## src/design/rac_defines.svh

```systemverilog
// Contract
// - Read/write bits read back the last value software stored.
// - Read-only bits ignore software writes and still read their value.
// - Write-only bits take writes; their read value is undefined.
// - Reserved bits always read as zero, whatever was written.
// - Power-on reset loads all reset values; peripheral software reset does too, except debug control and status.
// - Base register and its companions all read the base contents.
// - Writing the set companion forces the written one bits of the base high.
// - Writing one into the clear companion clears that base bit.
// - Writing one into the toggle companion inverts that base bit.
`ifndef RAC_DEFINES_SVH
`define RAC_DEFINES_SVH

// Register indices on the local access port
`define RAC_ADDR_CTRL      4'h0
`define RAC_ADDR_STATUS    4'h1
`define RAC_ADDR_COMMAND   4'h2
`define RAC_ADDR_DBGCTRL   4'h3
`define RAC_ADDR_OUT       4'h4
`define RAC_ADDR_OUT_SET    4'h5
`define RAC_ADDR_OUT_CLEAR  4'h6
`define RAC_ADDR_OUT_TOGGLE 4'h7
`define RAC_ADDR_EN         4'h8
`define RAC_ADDR_EN_SET     4'h9
`define RAC_ADDR_EN_CLEAR   4'ha
`define RAC_ADDR_EN_TOGGLE  4'hb

// Implemented bits; everything else is reserved
`define RAC_MASK_CTRL      8'h7f
`define RAC_MASK_STATUS    8'h0f
`define RAC_MASK_COMMAND   8'h03
`define RAC_MASK_DBGCTRL   8'h03
`define RAC_MASK_OUT       8'hff
`define RAC_MASK_EN        8'h3f

// Command register fields
`define RAC_CMD_SWRST_BIT  0
`define RAC_CMD_PULSE_BIT  1

// Reset values
`define RAC_RST_CTRL       8'h00
`define RAC_RST_DBGCTRL    8'h00
`define RAC_RST_OUT        8'h00
`define RAC_RST_EN         8'h00
`define RAC_RST_STATUS     8'h00

`endif

```

## src/design/rac_pkg.sv

```systemverilog
package rac_pkg;

  // Register data word
  typedef logic [7:0] rac_byte_t;

  // Register address index
  typedef logic [3:0] rac_addr_t;

  // Action a write applies to a paired base register
  typedef enum logic [2:0] {
    RAC_OP_NONE,
    RAC_OP_WRITE,
    RAC_OP_SET,
    RAC_OP_CLEAR,
    RAC_OP_TOGGLE
  } rac_op_t;

endpackage : rac_pkg

```

## src/design/rac_companion.sv

```systemverilog
`timescale 1ns/1ps
// Next value of a base register under a plain, set, clear or toggle write
module rac_companion
  import rac_pkg::*;
(
  input  rac_op_t   op,
  input  rac_byte_t base,
  input  rac_byte_t data,
  input  rac_byte_t mask,
  output rac_byte_t next_value
);

  // Only written one bits move under a companion write; reserved bits stay zero
  always_comb begin
    case (op)
      RAC_OP_WRITE:  next_value = data & mask;
      RAC_OP_SET:    next_value = (base | data) & mask;
      RAC_OP_CLEAR:  next_value = base & ~data & mask;
      RAC_OP_TOGGLE: next_value = (base ^ data) & mask;
      RAC_OP_NONE:   next_value = base;
      default:       next_value = base;
    endcase
  end

endmodule : rac_companion

```

## src/design/rac_bank.sv

```systemverilog
`timescale 1ns/1ps
`include "rac_defines.svh"
// Peripheral register bank on a local synchronous access port.
// Holds one control register, a status register, a command register,
// a debug control register and two base registers with set, clear and
// toggle companions.
module rac_bank
  import rac_pkg::*;
(
  input  wire logic      clock,
  input  wire logic      resetn,
  input  wire logic      soft_reset,
  input  wire logic      acc_write,
  input  wire logic      acc_read,
  input  wire rac_addr_t acc_addr,
  input  wire rac_byte_t acc_wdata,
  input  wire rac_byte_t status_in,
  output rac_byte_t      rd_data,
  output logic           rd_valid,
  output rac_byte_t      ctrl_value,
  output rac_byte_t      dbg_value,
  output rac_byte_t      out_value,
  output rac_byte_t      en_value,
  output logic           cmd_pulse
);

  // Stored register contents
  rac_byte_t ctrl;
  rac_byte_t dbgctrl;
  rac_byte_t out_base;
  rac_byte_t en_base;
  rac_byte_t status;
  rac_byte_t next_out;
  rac_byte_t next_en;
  rac_op_t   out_op;
  rac_op_t   en_op;
  logic      cmd_write;
  logic      periph_reset;

  // Implemented-bit mask of each index; unmapped indices have none
  function automatic rac_byte_t reg_mask(input rac_addr_t addr);
    case (addr)
      `RAC_ADDR_CTRL:    reg_mask = `RAC_MASK_CTRL;
      `RAC_ADDR_STATUS:  reg_mask = `RAC_MASK_STATUS;
      `RAC_ADDR_COMMAND: reg_mask = `RAC_MASK_COMMAND;
      `RAC_ADDR_DBGCTRL: reg_mask = `RAC_MASK_DBGCTRL;
      `RAC_ADDR_OUT,
      `RAC_ADDR_OUT_SET,
      `RAC_ADDR_OUT_CLEAR,
      `RAC_ADDR_OUT_TOGGLE: reg_mask = `RAC_MASK_OUT;
      `RAC_ADDR_EN,
      `RAC_ADDR_EN_SET,
      `RAC_ADDR_EN_CLEAR,
      `RAC_ADDR_EN_TOGGLE:  reg_mask = `RAC_MASK_EN;
      default:           reg_mask = 8'h00;
    endcase
  endfunction : reg_mask

  // Which action a write at addr applies to the pair whose base sits at base_addr
  // Companions sit at base plus one, two and three, so pairs use aligned groups of four
  function automatic rac_op_t pair_op(input logic      wr,
                                      input rac_addr_t addr,
                                      input rac_addr_t base_addr);
    rac_op_t op;
    op = RAC_OP_NONE;
    if (wr) begin
      if (addr == base_addr) begin
        op = RAC_OP_WRITE;
      end else if (addr == base_addr + 4'h1) begin
        op = RAC_OP_SET;
      end else if (addr == base_addr + 4'h2) begin
        op = RAC_OP_CLEAR;
      end else if (addr == base_addr + 4'h3) begin
        op = RAC_OP_TOGGLE;
      end
    end
    pair_op = op;
  endfunction : pair_op

  // Decode the pair action separately for each base register, both through the one pair_op function
  assign out_op = pair_op(acc_write, acc_addr, `RAC_ADDR_OUT);
  assign en_op  = pair_op(acc_write, acc_addr, `RAC_ADDR_EN);

  // Command register write and the resulting peripheral reset
  // Reset wins over a same-edge write to control or either base; that write is lost, not queued
  assign cmd_write    = acc_write && (acc_addr == `RAC_ADDR_COMMAND);
  assign periph_reset = soft_reset ||
                        (cmd_write && acc_wdata[`RAC_CMD_SWRST_BIT]);

  // Output pair next value
  // Masking inside the pair keeps reserved bits zero whatever software writes
  rac_companion u_out_pair (
    .op         (out_op),
    .base       (out_base),
    .data       (acc_wdata),
    .mask       (`RAC_MASK_OUT),
    .next_value (next_out)
  );

  // Enable pair next value
  rac_companion u_en_pair (
    .op         (en_op),
    .base       (en_base),
    .data       (acc_wdata),
    .mask       (`RAC_MASK_EN),
    .next_value (next_en)
  );

  // Control register; reserved bit dropped at write time
  // Top bit is reserved and never stored, so it cannot leak into a read
  always_ff @(posedge clock or negedge resetn) begin
    if (!resetn) begin
      ctrl <= `RAC_RST_CTRL;
    end else if (periph_reset) begin
      ctrl <= `RAC_RST_CTRL;
    end else if (acc_write && acc_addr == `RAC_ADDR_CTRL) begin
      ctrl <= acc_wdata & `RAC_MASK_CTRL;
    end
  end

  // Debug control survives the peripheral reset so a debugger keeps its setup
  // Only resetn clears it
  always_ff @(posedge clock or negedge resetn) begin
    if (!resetn) begin
      dbgctrl <= `RAC_RST_DBGCTRL;
    end else if (acc_write && acc_addr == `RAC_ADDR_DBGCTRL) begin
      dbgctrl <= acc_wdata & `RAC_MASK_DBGCTRL;
    end
  end

  // Output base register, changed by itself or any companion
  always_ff @(posedge clock or negedge resetn) begin
    if (!resetn) begin
      out_base <= `RAC_RST_OUT;
    end else if (periph_reset) begin
      out_base <= `RAC_RST_OUT;
    end else begin
      out_base <= next_out;
    end
  end

  // Enable base register, same companion scheme
  always_ff @(posedge clock or negedge resetn) begin
    if (!resetn) begin
      en_base <= `RAC_RST_EN;
    end else if (periph_reset) begin
      en_base <= `RAC_RST_EN;
    end else begin
      en_base <= next_en;
    end
  end

  // Status follows its source only; writes to its index have no path here
  // No synchroniser: the status source runs on this clock
  always_ff @(posedge clock or negedge resetn) begin
    if (!resetn) begin
      status <= `RAC_RST_STATUS;
    end else begin
      status <= status_in & `RAC_MASK_STATUS;
    end
  end

  // Command strobe: write-only, acts once and keeps nothing readable
  // Nothing is stored, so a read of this index has no value to show
  always_ff @(posedge clock or negedge resetn) begin
    if (!resetn) begin
      cmd_pulse <= 1'b0;
    end else begin
      cmd_pulse <= cmd_write && acc_wdata[`RAC_CMD_PULSE_BIT];
    end
  end

  // Read data, one cycle after the request; old contents if written alongside
  // Command reads give zero, but software must not rely on that value
  always_ff @(posedge clock or negedge resetn) begin
    if (!resetn) begin
      rd_data <= 8'h00;
    end else if (acc_read) begin
      case (acc_addr)
        `RAC_ADDR_CTRL:    rd_data <= ctrl & reg_mask(acc_addr);
        `RAC_ADDR_STATUS:  rd_data <= status & reg_mask(acc_addr);
        `RAC_ADDR_COMMAND: rd_data <= 8'h00;
        `RAC_ADDR_DBGCTRL: rd_data <= dbgctrl & reg_mask(acc_addr);
        `RAC_ADDR_OUT,
        `RAC_ADDR_OUT_SET,
        `RAC_ADDR_OUT_CLEAR,
        `RAC_ADDR_OUT_TOGGLE: rd_data <= out_base & reg_mask(acc_addr);
        `RAC_ADDR_EN,
        `RAC_ADDR_EN_SET,
        `RAC_ADDR_EN_CLEAR,
        `RAC_ADDR_EN_TOGGLE:  rd_data <= en_base & reg_mask(acc_addr);
        default:           rd_data <= 8'h00;
      endcase
    end
  end

  // Read strobe marks the cycle rd_data is fresh
  // Holds one cycle; rd_data itself stays until the next read
  always_ff @(posedge clock or negedge resetn) begin
    if (!resetn) begin
      rd_valid <= 1'b0;
    end else begin
      rd_valid <= acc_read;
    end
  end

  // Register copies drive the block outputs straight from flops
  // Copies lag the registers by one cycle, traded for flop-driven outputs
  always_ff @(posedge clock or negedge resetn) begin
    if (!resetn) begin
      ctrl_value <= `RAC_RST_CTRL;
      dbg_value  <= `RAC_RST_DBGCTRL;
      out_value  <= `RAC_RST_OUT;
      en_value   <= `RAC_RST_EN;
    end else begin
      ctrl_value <= ctrl;
      dbg_value  <= dbgctrl;
      out_value  <= out_base;
      en_value   <= en_base;
    end
  end

endmodule : rac_bank

```

## config.mk

```make
export PLATFORM = sky130hd
export DESIGN_NAME = rac_bank
export DESIGN_NICKNAME = d
export VERILOG_FILES = /design/src/design/rac_pkg.sv /design/src/design/rac_companion.sv /design/src/design/rac_bank.sv
export VERILOG_INCLUDE_DIRS = /design/src /design/src/design
export SDC_FILE = /design/constraint.sdc
export NUM_CORES = 1
export LEC_CHECK = 0
export BUFFER_PORTS_ARGS = -buffer_cell sky130_fd_sc_hd__buf_2
export CAP_MARGIN = 25
export CORE_MARGIN = 2
export CORE_UTILIZATION = 49
export DETAILED_ROUTE_END_ITERATION = 6
export PLACE_DENSITY = 0.71
export SYNTH_ARGS = -nofsm -noshare
export SYNTH_HDL_FRONTEND = slang
export SYNTH_HIERARCHICAL = 1
export SYNTH_SLANG_ARGS = --single-unit
```

## constraint.sdc

```tcl
create_clock -name clock -period 1.52 [get_ports clock]
set_input_delay 0.152 -clock clock [delete_from_list [all_inputs] [get_ports clock]]
set_output_delay 0.152 -clock clock [all_outputs]
set_load 0.01 [all_outputs]
```

After elaboration in Yosys (flattened, before gate mapping)
Memory sizes are Yosys's and may differ from the RTL's.
Cells that the tools add are included.
- input bits: 25
- output and inout port bits: 42
- memories: 5
- word-level logic and storage cells: 87
- flip-flop bits (word level): 66
- ROM bits: 640
- reductions and logical operators: 12
- muxes and demuxes: 27
- bitwise operators: 12
- equal/unequal tests: 19
- memories (memory ; depth ; width ; read ports ; clocked after memory_dff ; wr ports ; RTL line ; source):
    (no name shown) ; 16 ; 8 ; 1 ; 0 ; 0 ; rac_bank.sv:42 ; case (addr)
    (no name shown) ; 16 ; 8 ; 1 ; 0 ; 0 ; rac_bank.sv:42 ;
    (no name shown) ; 16 ; 8 ; 1 ; 0 ; 0 ; rac_bank.sv:42 ;
    (no name shown) ; 16 ; 8 ; 1 ; 0 ; 0 ; rac_bank.sv:42 ;
    (no name shown) ; 16 ; 8 ; 1 ; 0 ; 0 ; rac_bank.sv:42 ;
- operators with widths (operator ; count):
    two-way mux 8 bit ; 14
    one-hot mux 8 bit (4 select lines) ; 2
    one-hot mux 8 bit (5 select lines) ; 1
    AND 8 bit ; 4
    two-way mux 3 bit ; 10
    equality test 4 x 3 -> 1 bit (second input constant) ; 4
    equality test 4 bit (second input constant) ; 4
    equality test 3 x 2 -> 1 bit (second input constant) ; 4
    nonzero test 5 bit ; 2
    AND 2 x 8 -> 8 bit ; 1
    AND 4 x 8 -> 8 bit ; 1
    equality test 4 x 2 -> 1 bit (second input constant) ; 2
    NOT 8 bit ; 1
    OR 8 bit ; 1
    OR reduction 4 bit ; 2
    XOR 8 bit ; 1
    AND 6 bit ; 1
    equality test 3 x 1 -> 1 bit (second input constant) ; 2
    equality test 3 bit (second input constant) ; 2
    OR 6 bit ; 1
    XOR 6 bit ; 1
    logical AND 1 bit ; 5
    equality test 4 x 1 -> 1 bit (second input constant) ; 1
    zero test 4 bit ; 1
    2 further kinds ; 2

Logic depth before layout (Yosys ltp)
Gate-level depths: netlist of the first run.
- depth after elaboration: 9
- depth in mapped cells: 10
- gate-level depth less buffers: 7

Cells and area by module
The synthesis of the first run kept the hierarchy.
- modules (own cells, without submodules) (module ; seq. area each (sq um) ; instances ; cells each ; area an instance (sq um)):
    rac_bank ; 1601.5 ; 1 ; 188 ; 2462.4
    rac_companion ; 0.0 ; 2 ; 95 ; 758.2

Worst setup path after synthesis of the first run
No wires, ideal clock.
- path type: input port to flip-flop
- start point: input port acc_addr[3]
- end point: register out_base[7]
- buffers on the path: 3
- arrival: 1.608 ns
- required time: 1.401 ns
- setup slack: -0.207 ns
- stages: 9
- setup time: 0.119 ns
- cell sequence: buf_6 > or2b_2 > nor2_1 > buf_6 > and2b_1 > buf_2 > a32oi_1 > a32o_1 > and2_1
- word-level cells in the longest chain between the ends: 9
- elaborated cells between the ends (all ways): 20
- those cells by class: eq/ne: 9; mux: 7; reduce/logical: 4
- ends and longest elaborated chain (what ; RTL line ; source):
    start: declaration ; rac_bank.sv:15 ; input wire rac_addr_t acc_addr,
    equality test 4 x 3 -> 1 bit ; rac_bank.sv:73 ; end else if (addr == base_addr + 4'h3) begin
    two-way mux 3 bit ; rac_bank.sv:73 ;
    two-way mux 3 bit ; rac_bank.sv:71 ; end else if (addr == base_addr + 4'h2) begin
    two-way mux 3 bit ; rac_bank.sv:69 ; end else if (addr == base_addr + 4'h1) begin
    two-way mux 3 bit (*) ; rac_bank.sv:67 ; if (addr == base_addr) begin
    two-way mux 3 bit (*) ; rac_bank.sv:66 ; if (wr) begin
    named net out_op[2] ; rac_bank.sv:35 ; rac_op_t out_op;
    equality test 3 bit, or another cell as far along ; rac_companion.sv:15 ; case (op)
    one-hot mux 8 bit (4 select lines) (*) ; rac_companion.sv:15 ;
    named net next_out[7] ; rac_bank.sv:33 ; rac_byte_t next_out;
    two-way mux 8 bit (*) ; rac_bank.sv:135 ; end else if (periph_reset) begin
    end signal: assignment ; rac_bank.sv:134 ; out_base <= `RAC_RST_OUT;
    end signal: assignment ; rac_bank.sv:136 ; out_base <= `RAC_RST_OUT;
    end signal: assignment ; rac_bank.sv:138 ; out_base <= next_out;
    end: declaration ; rac_bank.sv:30 ; rac_byte_t out_base;
The timed path passes the listed nets; every way through them passes the cells marked *.
A chain may end at the register's enable or synchronous reset.

Worst setup path after layout of the first run
- start point: register out_base[4]
- end point: register out_base[4]
- word-level cells in the longest chain between the ends: 3
- elaborated cells between the ends (all ways): 5
- those cells by class: mux: 2; bitwise: 3
- ends and longest elaborated chain (what ; RTL line ; source):
    XOR 8 bit, or another cell as far along ; rac_companion.sv:19 ; RAC_OP_TOGGLE: next_value = (base ^ data) & mask;
    one-hot mux 8 bit (4 select lines) (*) ; rac_companion.sv:15 ;
    named net next_out[4] ; rac_bank.sv:33 ;
    two-way mux 8 bit (*) ; rac_bank.sv:135 ;
Marked as above.

==> flow_summary.toml, run 1 <==
[critical_path]
worstPathArrival_ns = 1.71
crit_path_start_kind = "flip-flop"
path_class = "reg2reg"
end_kind = "flip-flop"
rrSetupSlack_ns = 0.05
reg2reg_to = "out_base[4]"
critical_path_required_ns = 1.76
critical_path.max_fanout = 5
r2r_cells = 6
r2r-start = "out_base[4]"

[global_routing]
use_met3_pct = 3.61
met2_usage_pct = 41.1
antenna_found_initial = 0
grt_max_degree = 65
grt.overflow.total = 0
grt_usage_pct = 24.7
met1_usage_pct = 32.1
busiest_layer = "met2"
grt_pass1_vias = 3397
grt_pass1_wl_um = 16900

[detailed_routing]
wl_per_cell_um = 16.9
avgViaCountPerCell = 5.45
drt_wl_total_um = 10500
dr.pass1.iters = 4
drtAntennaViolNets = 0
drt-initial-drc-count = 172
dr_total_vias = 3366
drc_errors = 0

[clock_tree]
clk_latency_ns = 0.34
cts_tree = "built"
root_buffer = "clkbuf_8"
clock_sink_count = 64
clock_path_buffers = 2
numCtsBuffers = 9
h-tree-depth = 3
clk_pin_slew_ns = 0.08

[cells_and_area]
mostFrequentLayoutCell = "buf_4"
final-seq-area_um2 = 1610
final_cell_mix = "buf_4 (66), dfrtp_1 (60), buf_2 (54)"
fillers = 616
final_util_pct = 66.4
areaGrowthSynthToFinish_pct = 30.3
nNetsFinal = 568
fin_area_um2 = 5180
drive_above_1_share_pct = 34.1
multiInputGateArea_um2 = 2150
antenna_cells = 0
fin_cells = 618

[placed_design]
place_area_um2 = 4780
place_congestion = 0.865
dp_cells = 591
portBuffers = 55
hpwl_um = 7530

[synth]
synth-main-ff-cell = "dfrtp_1"
synthArstFlopShare_pct = 100
synth_cell_type_count = 49
synthesis.area_per_instance_um2 = 10.5
synth_top_area_share_pct = 40.3
synth_warnings = 6
ys_seq_area_share_pct = 40.3
syn_area_um2 = 3980
yosysTopAreaCell = "dfrtp_1"
synthCells = 378
yosys_register_bits = 64
synthTopCellsByArea = "dfrtp_1 (40%), ha_1 (10%), a32o_1 (4.0%), o221ai_1 (4.0%), inv_1 (3.7%)"
synth-edff-count = 0

[power_and_ir_drop]
total_power_w = 0.00434
pwr-share-seq_pct = 42.0
p_leak_nw = 2.58
p_sw_w = 0.00115
netSwitchingFraction_pct = 26.4
p_int_w = 0.00320
peakVddDrop_uv = 410
p_clk_share_pct = 41.6
powerDensity_nw_per_um2 = 838
comb_power_share_pct = 16.4

[timing]
hold_viol_final = 0
finalCriticalPeriod_ns = 1.47
setup_viol_count_final = 0
max_freq_mhz = 680
final_max_slew_viol_count = 0
holdWs_ns = 0.0669
min_period_over_period_pct = 96.8
fin_skew_ns = 0.0119

[run]
cap_violations = 0

[die]
die_w_um = 94.1
start_util_pct = 51.0
pin_count = 67
core_area_um2 = 7810
dieArea_um2 = 8860
num_rows = 32
die_y_um = 94.1

[worst_hold_path]
hold_class = "in2reg"
hold_end = "rd_valid"
hold_start = "acc_read"
whs_path_depth = 1

[run_status]
status = "finished clean"
## timing repair
| action | 4_1_cts | 5_1_grt |
|---|---|---|
| hold buffers | 5 | 0 |
| resized for setup | 0 | 16 |
| setup buffers | 0 | 6 |
| endpoints found under the setup margin | 0 | 13 |
| hold endpoints to repair | 68 | 0 |
## synth_stat cells (all sizes together) (2+ instances only)
library cell and n:
xor2 3, mux2 5, dfrtp 64, or2 2
inv 39, buf 21, a32o 16, conb 2
xnor2 2, a32oi 16, nand2 4, and2b 2
nand3 8, and2 17, o221ai 18, clkbuf 9
nor2 28, a221o 2, mux2i 13, a21oi 8
o21ai 8, nor2b 5, nand2b 22, ha 32
o22ai 2, nand3b 16
## worst max path at each step
stage / start / end / cells past startpoint
after global routing: en_base[1] / en_base[1] / 6
after floorplan: acc_addr[3] / out_base[7] / 9
after detailed placement: acc_addr[1] / en_base[2] / 9
after CTS: acc_addr[1] / en_base[2] / 9
after global placement: acc_addr[0] / en_base[4] / 9
final: out_base[4] / out_base[4] / 6
## area by class of cell
cell class                      count  area share (%)
Inverter                           39            2.90
Timing Repair Buffer              131            17.5
Clock inverter                      7            2.32
Clock buffer                        9            2.39
Sequential cell                    64            31.0
Multi-Input combinational cell    266            41.5
Tap cell                          102            2.46
## per-layer routing
metal  vias to the layer above  wire length, um
li1                       1584                -
met1                      1656             4540
met2                       109             5180
met3                        17              506
met4                         0              227
met5                         -                0
## registers in the layout, summed over array words and instances, names as in the netlist, 2 cells and up
register    cells
out_value       8
en_value        8
dbg_value       2
out_base        8
ctrl_value      7
status          4
dbgctrl         2
en_base         8
ctrl            7
rd_data         8
## cell families after synthesis
group,synth area share (%)
and+or+nand+nor,16.6
AOI/OAI and AO/OA,16.3
buffers and inverters,9.56
DFF,40.3
adders and majority gates,10.1
muxes,4.69
xor gates and xnor gates,2.42
other,0.189
## power by group through the flow
stage	Combinational (W)	Clock (W)	Sequential (W)
global placement	0.000653	0	0.00185
CTS	0.000690	0.00183	0.00183
detailed placement	0.000674	0	0.00186
finish	0.000713	0.00181	0.00183
global route	0.000785	0.00189	0.00183
floorplan	0.000373	0	0.00187
## critical path, cell delays in order (launching register included)
cell     delay, ns
dfrtp_1       0.46
inv_1         0.08
ha_1          0.29
nor2_1        0.10
a32oi_1       0.06
a32o_1        0.26
and2_1        0.13
## per-stage QoR
step	setup WS, ns	TNS [ns]
after floorplan	-0.0468	-0.636
after global placement	-0.252	-3.63
after detailed placement	-0.317	-4.49
after CTS	0.0171	0
after global routing	-0.0109	-0.0109
final	0.0488	0
Note: power is estimated with default switching activity, not from simulation.
==> inputs of run 2 (changes only) <==
--- a/config.mk
+++ b/config.mk
@@ -9,9 +9,8 @@
 export BUFFER_PORTS_ARGS = -buffer_cell sky130_fd_sc_hd__buf_2
 export CAP_MARGIN = 25
 export CORE_MARGIN = 2
-export CORE_UTILIZATION = 49
+export CORE_UTILIZATION = 35
 export DETAILED_ROUTE_END_ITERATION = 6
-export PLACE_DENSITY = 0.71
 export SYNTH_ARGS = -nofsm -noshare
 export SYNTH_HDL_FRONTEND = slang
 export SYNTH_HIERARCHICAL = 1
==> flow_summary.toml, run 2 (synthesized netlist as in run 1, its figures left out) <==
[power_and_ir_drop]
comb_power_share_pct = 15.0
netSwitchingFraction_pct = 24.8
peakVddDrop_uv = 706
p_leak_nw = 2.63
p_int_w = 0.00353
p_clk_share_pct = 46.1
pwr-share-seq_pct = 38.9
total_power_w = 0.00469
p_sw_w = 0.00116
powerDensity_nw_per_um2 = 888

[critical_path]
crit_chain = "buf_2, nand3_1, nor2_2, buf_4, xnor2_4, o221ai_1, a32o_1, and2_1"
worstPathArrival_ns = 1.69
critical_path.max_fanout = 7
crit_slowest_cell = "a32o_1"
end_kind = "flip-flop"
crit_path_start_kind = "input port"
critPathBufInv = 2
slowest_delay_ns = 0.26
critical_path_required_ns = 1.74
path_class = "in2reg"
critical-path-top-delay-family = "simple AND/OR/NAND/NOR gates"

[run]
cap_violations = 0

[global_routing]
grt.overflow.total = 0
grt_pass1_vias = 3391
grt_max_degree = 65
grt_pass1_wl_um = 17800
grt_usage_pct = 18.2
antenna_found_initial = 0

[cells_and_area]
final_util_pct = 48.1
fin_area_um2 = 5290
antenna_cells = 0
final_cell_mix = "buf_4 (78), dfrtp_1 (61), buf_2 (55)"
drive_above_1_share_pct = 33.7
mostFrequentLayoutCell = "buf_4"
nNetsFinal = 576
areaGrowthSynthToFinish_pct = 32.9

[timing]
rsz0062_at_grt = "yes"
setup_viol_count_final = 0
finalCriticalPeriod_ns = 1.47
layout_setup_ws_ns = 0.0526
fin_skew_ns = 0.00903
min_period_over_period_pct = 96.5
final_max_slew_viol_count = 0
max_freq_mhz = 681
hold_viol_final = 0

[detailed_routing]
drtAntennaViolNets = 0
dr.pass1.iters = 4
wl_per_cell_um = 16.0
drt-initial-drc-count = 250
drc_errors = 0
dr_total_vias = 3299
avgViaCountPerCell = 4.98
drt_wl_total_um = 10600

[placed_design]
hpwl_um = 7790
dpl_worst_slack_ns = -0.331
place_area_um2 = 4850
portBuffers = 55
place_congestion = 0.809

[clock_tree]
clk_latency_ns = 0.33
clock_sink_count = 64
h-tree-depth = 3
root_buffer = "clkbuf_16"
numCtsBuffers = 9
clk_pin_slew_ns = 0.06
clock_path_buffers = 2
cts_tree = "built"

[run_status]
status = "finished clean"

[die]
die_w_um = 111
start_util_pct = 36.2
core_area_um2 = 11000
dieArea_um2 = 12200
num_rows = 38
pin_count = 67
die_y_um = 111

[worst_hold_path]
hold_class = "in2reg"
## run 2: cell count changes in the layout (fill, tap and decap cells not counted), moves of 2 or more
cell,previous run,this run
clkbuf_16,0,9
clkinvlp_4,2,0
clkinv_4,2,0
clkbuf_8,9,0
buf_4,66,78
a32oi_2,3,0
clkbuf_1,0,2
buf_6,2,0
a32oi_1,13,16
buf_12,3,1
## run 2: stage by stage
step | hold WS [ns] | setup TNS [ns] | std cells
floorplan | -0.144 | -0.636 | 399
global placement | 0.197 | -4.06 | 635
detailed placement | 0.200 | -4.21 | 635
CTS | 0.0852 | 0 | 655
global route | 0.0991 | -0.0184 | 663
finish | 0.0873 | 0 | 663
## run 2: power by group through the flow
stage	logic [W]	clock network, W	registers (W)
floorplan	0.000373	0	0.00187
global placement	0.000664	0	0.00185
detailed placement	0.000678	0	0.00186
CTS	0.000693	0.00221	0.00183
global route	0.000786	0.00229	0.00183
finish	0.000706	0.00216	0.00182
## run 2: layer usage
layer	wire length, um	global-route usage, %	up-vias	part of all wire (%)
met5	0	0	-	0
met4	236	7.75	0	2.2
met3	548	2.80	17	5.2
met2	5080	29.0	96	48
met1	4770	24.6	1578	45
li1	-	-	1608	-
## run 2: final cells by class
| class | instances | area, um^2 |
|---|---|---|
| inverter | 39 | 146 |
| tap | 140 | 175 |
| multi-input combinational | 266 | 2130 |
| clock buffer | 11 | 233 |
| sequential | 64 | 1610 |
| timing repair buffer | 139 | 931 |
| fill | 1012 | 5700 |
| clock inverter | 4 | 70.1 |
## run 2: what timing repair did
action | CTS | global route
endpoints found under the hold margin | 68 | 0
gates resized for setup | 0 | 8
endpoints found under the setup margin | 0 | 16
hold buffers | 5 | 0
buffers inserted | 0 | 8
## run 2: final timing paths
check	from	end	slack, ns	cells past startpoint
worst max-delay path	acc_addr[0]	en_base[3]	0.05	8
worst min-delay path	acc_read	rd_valid	0.09	1
worst max register to register	en_base[3]	en_base[3]	0.06	6
worst min register to register	ctrl[4]	ctrl_value[4]	0.40	0
max in group asynchronous	resetn	en_base[0]	0.86	3
min in group asynchronous	resetn	en_base[4]	0.38	3
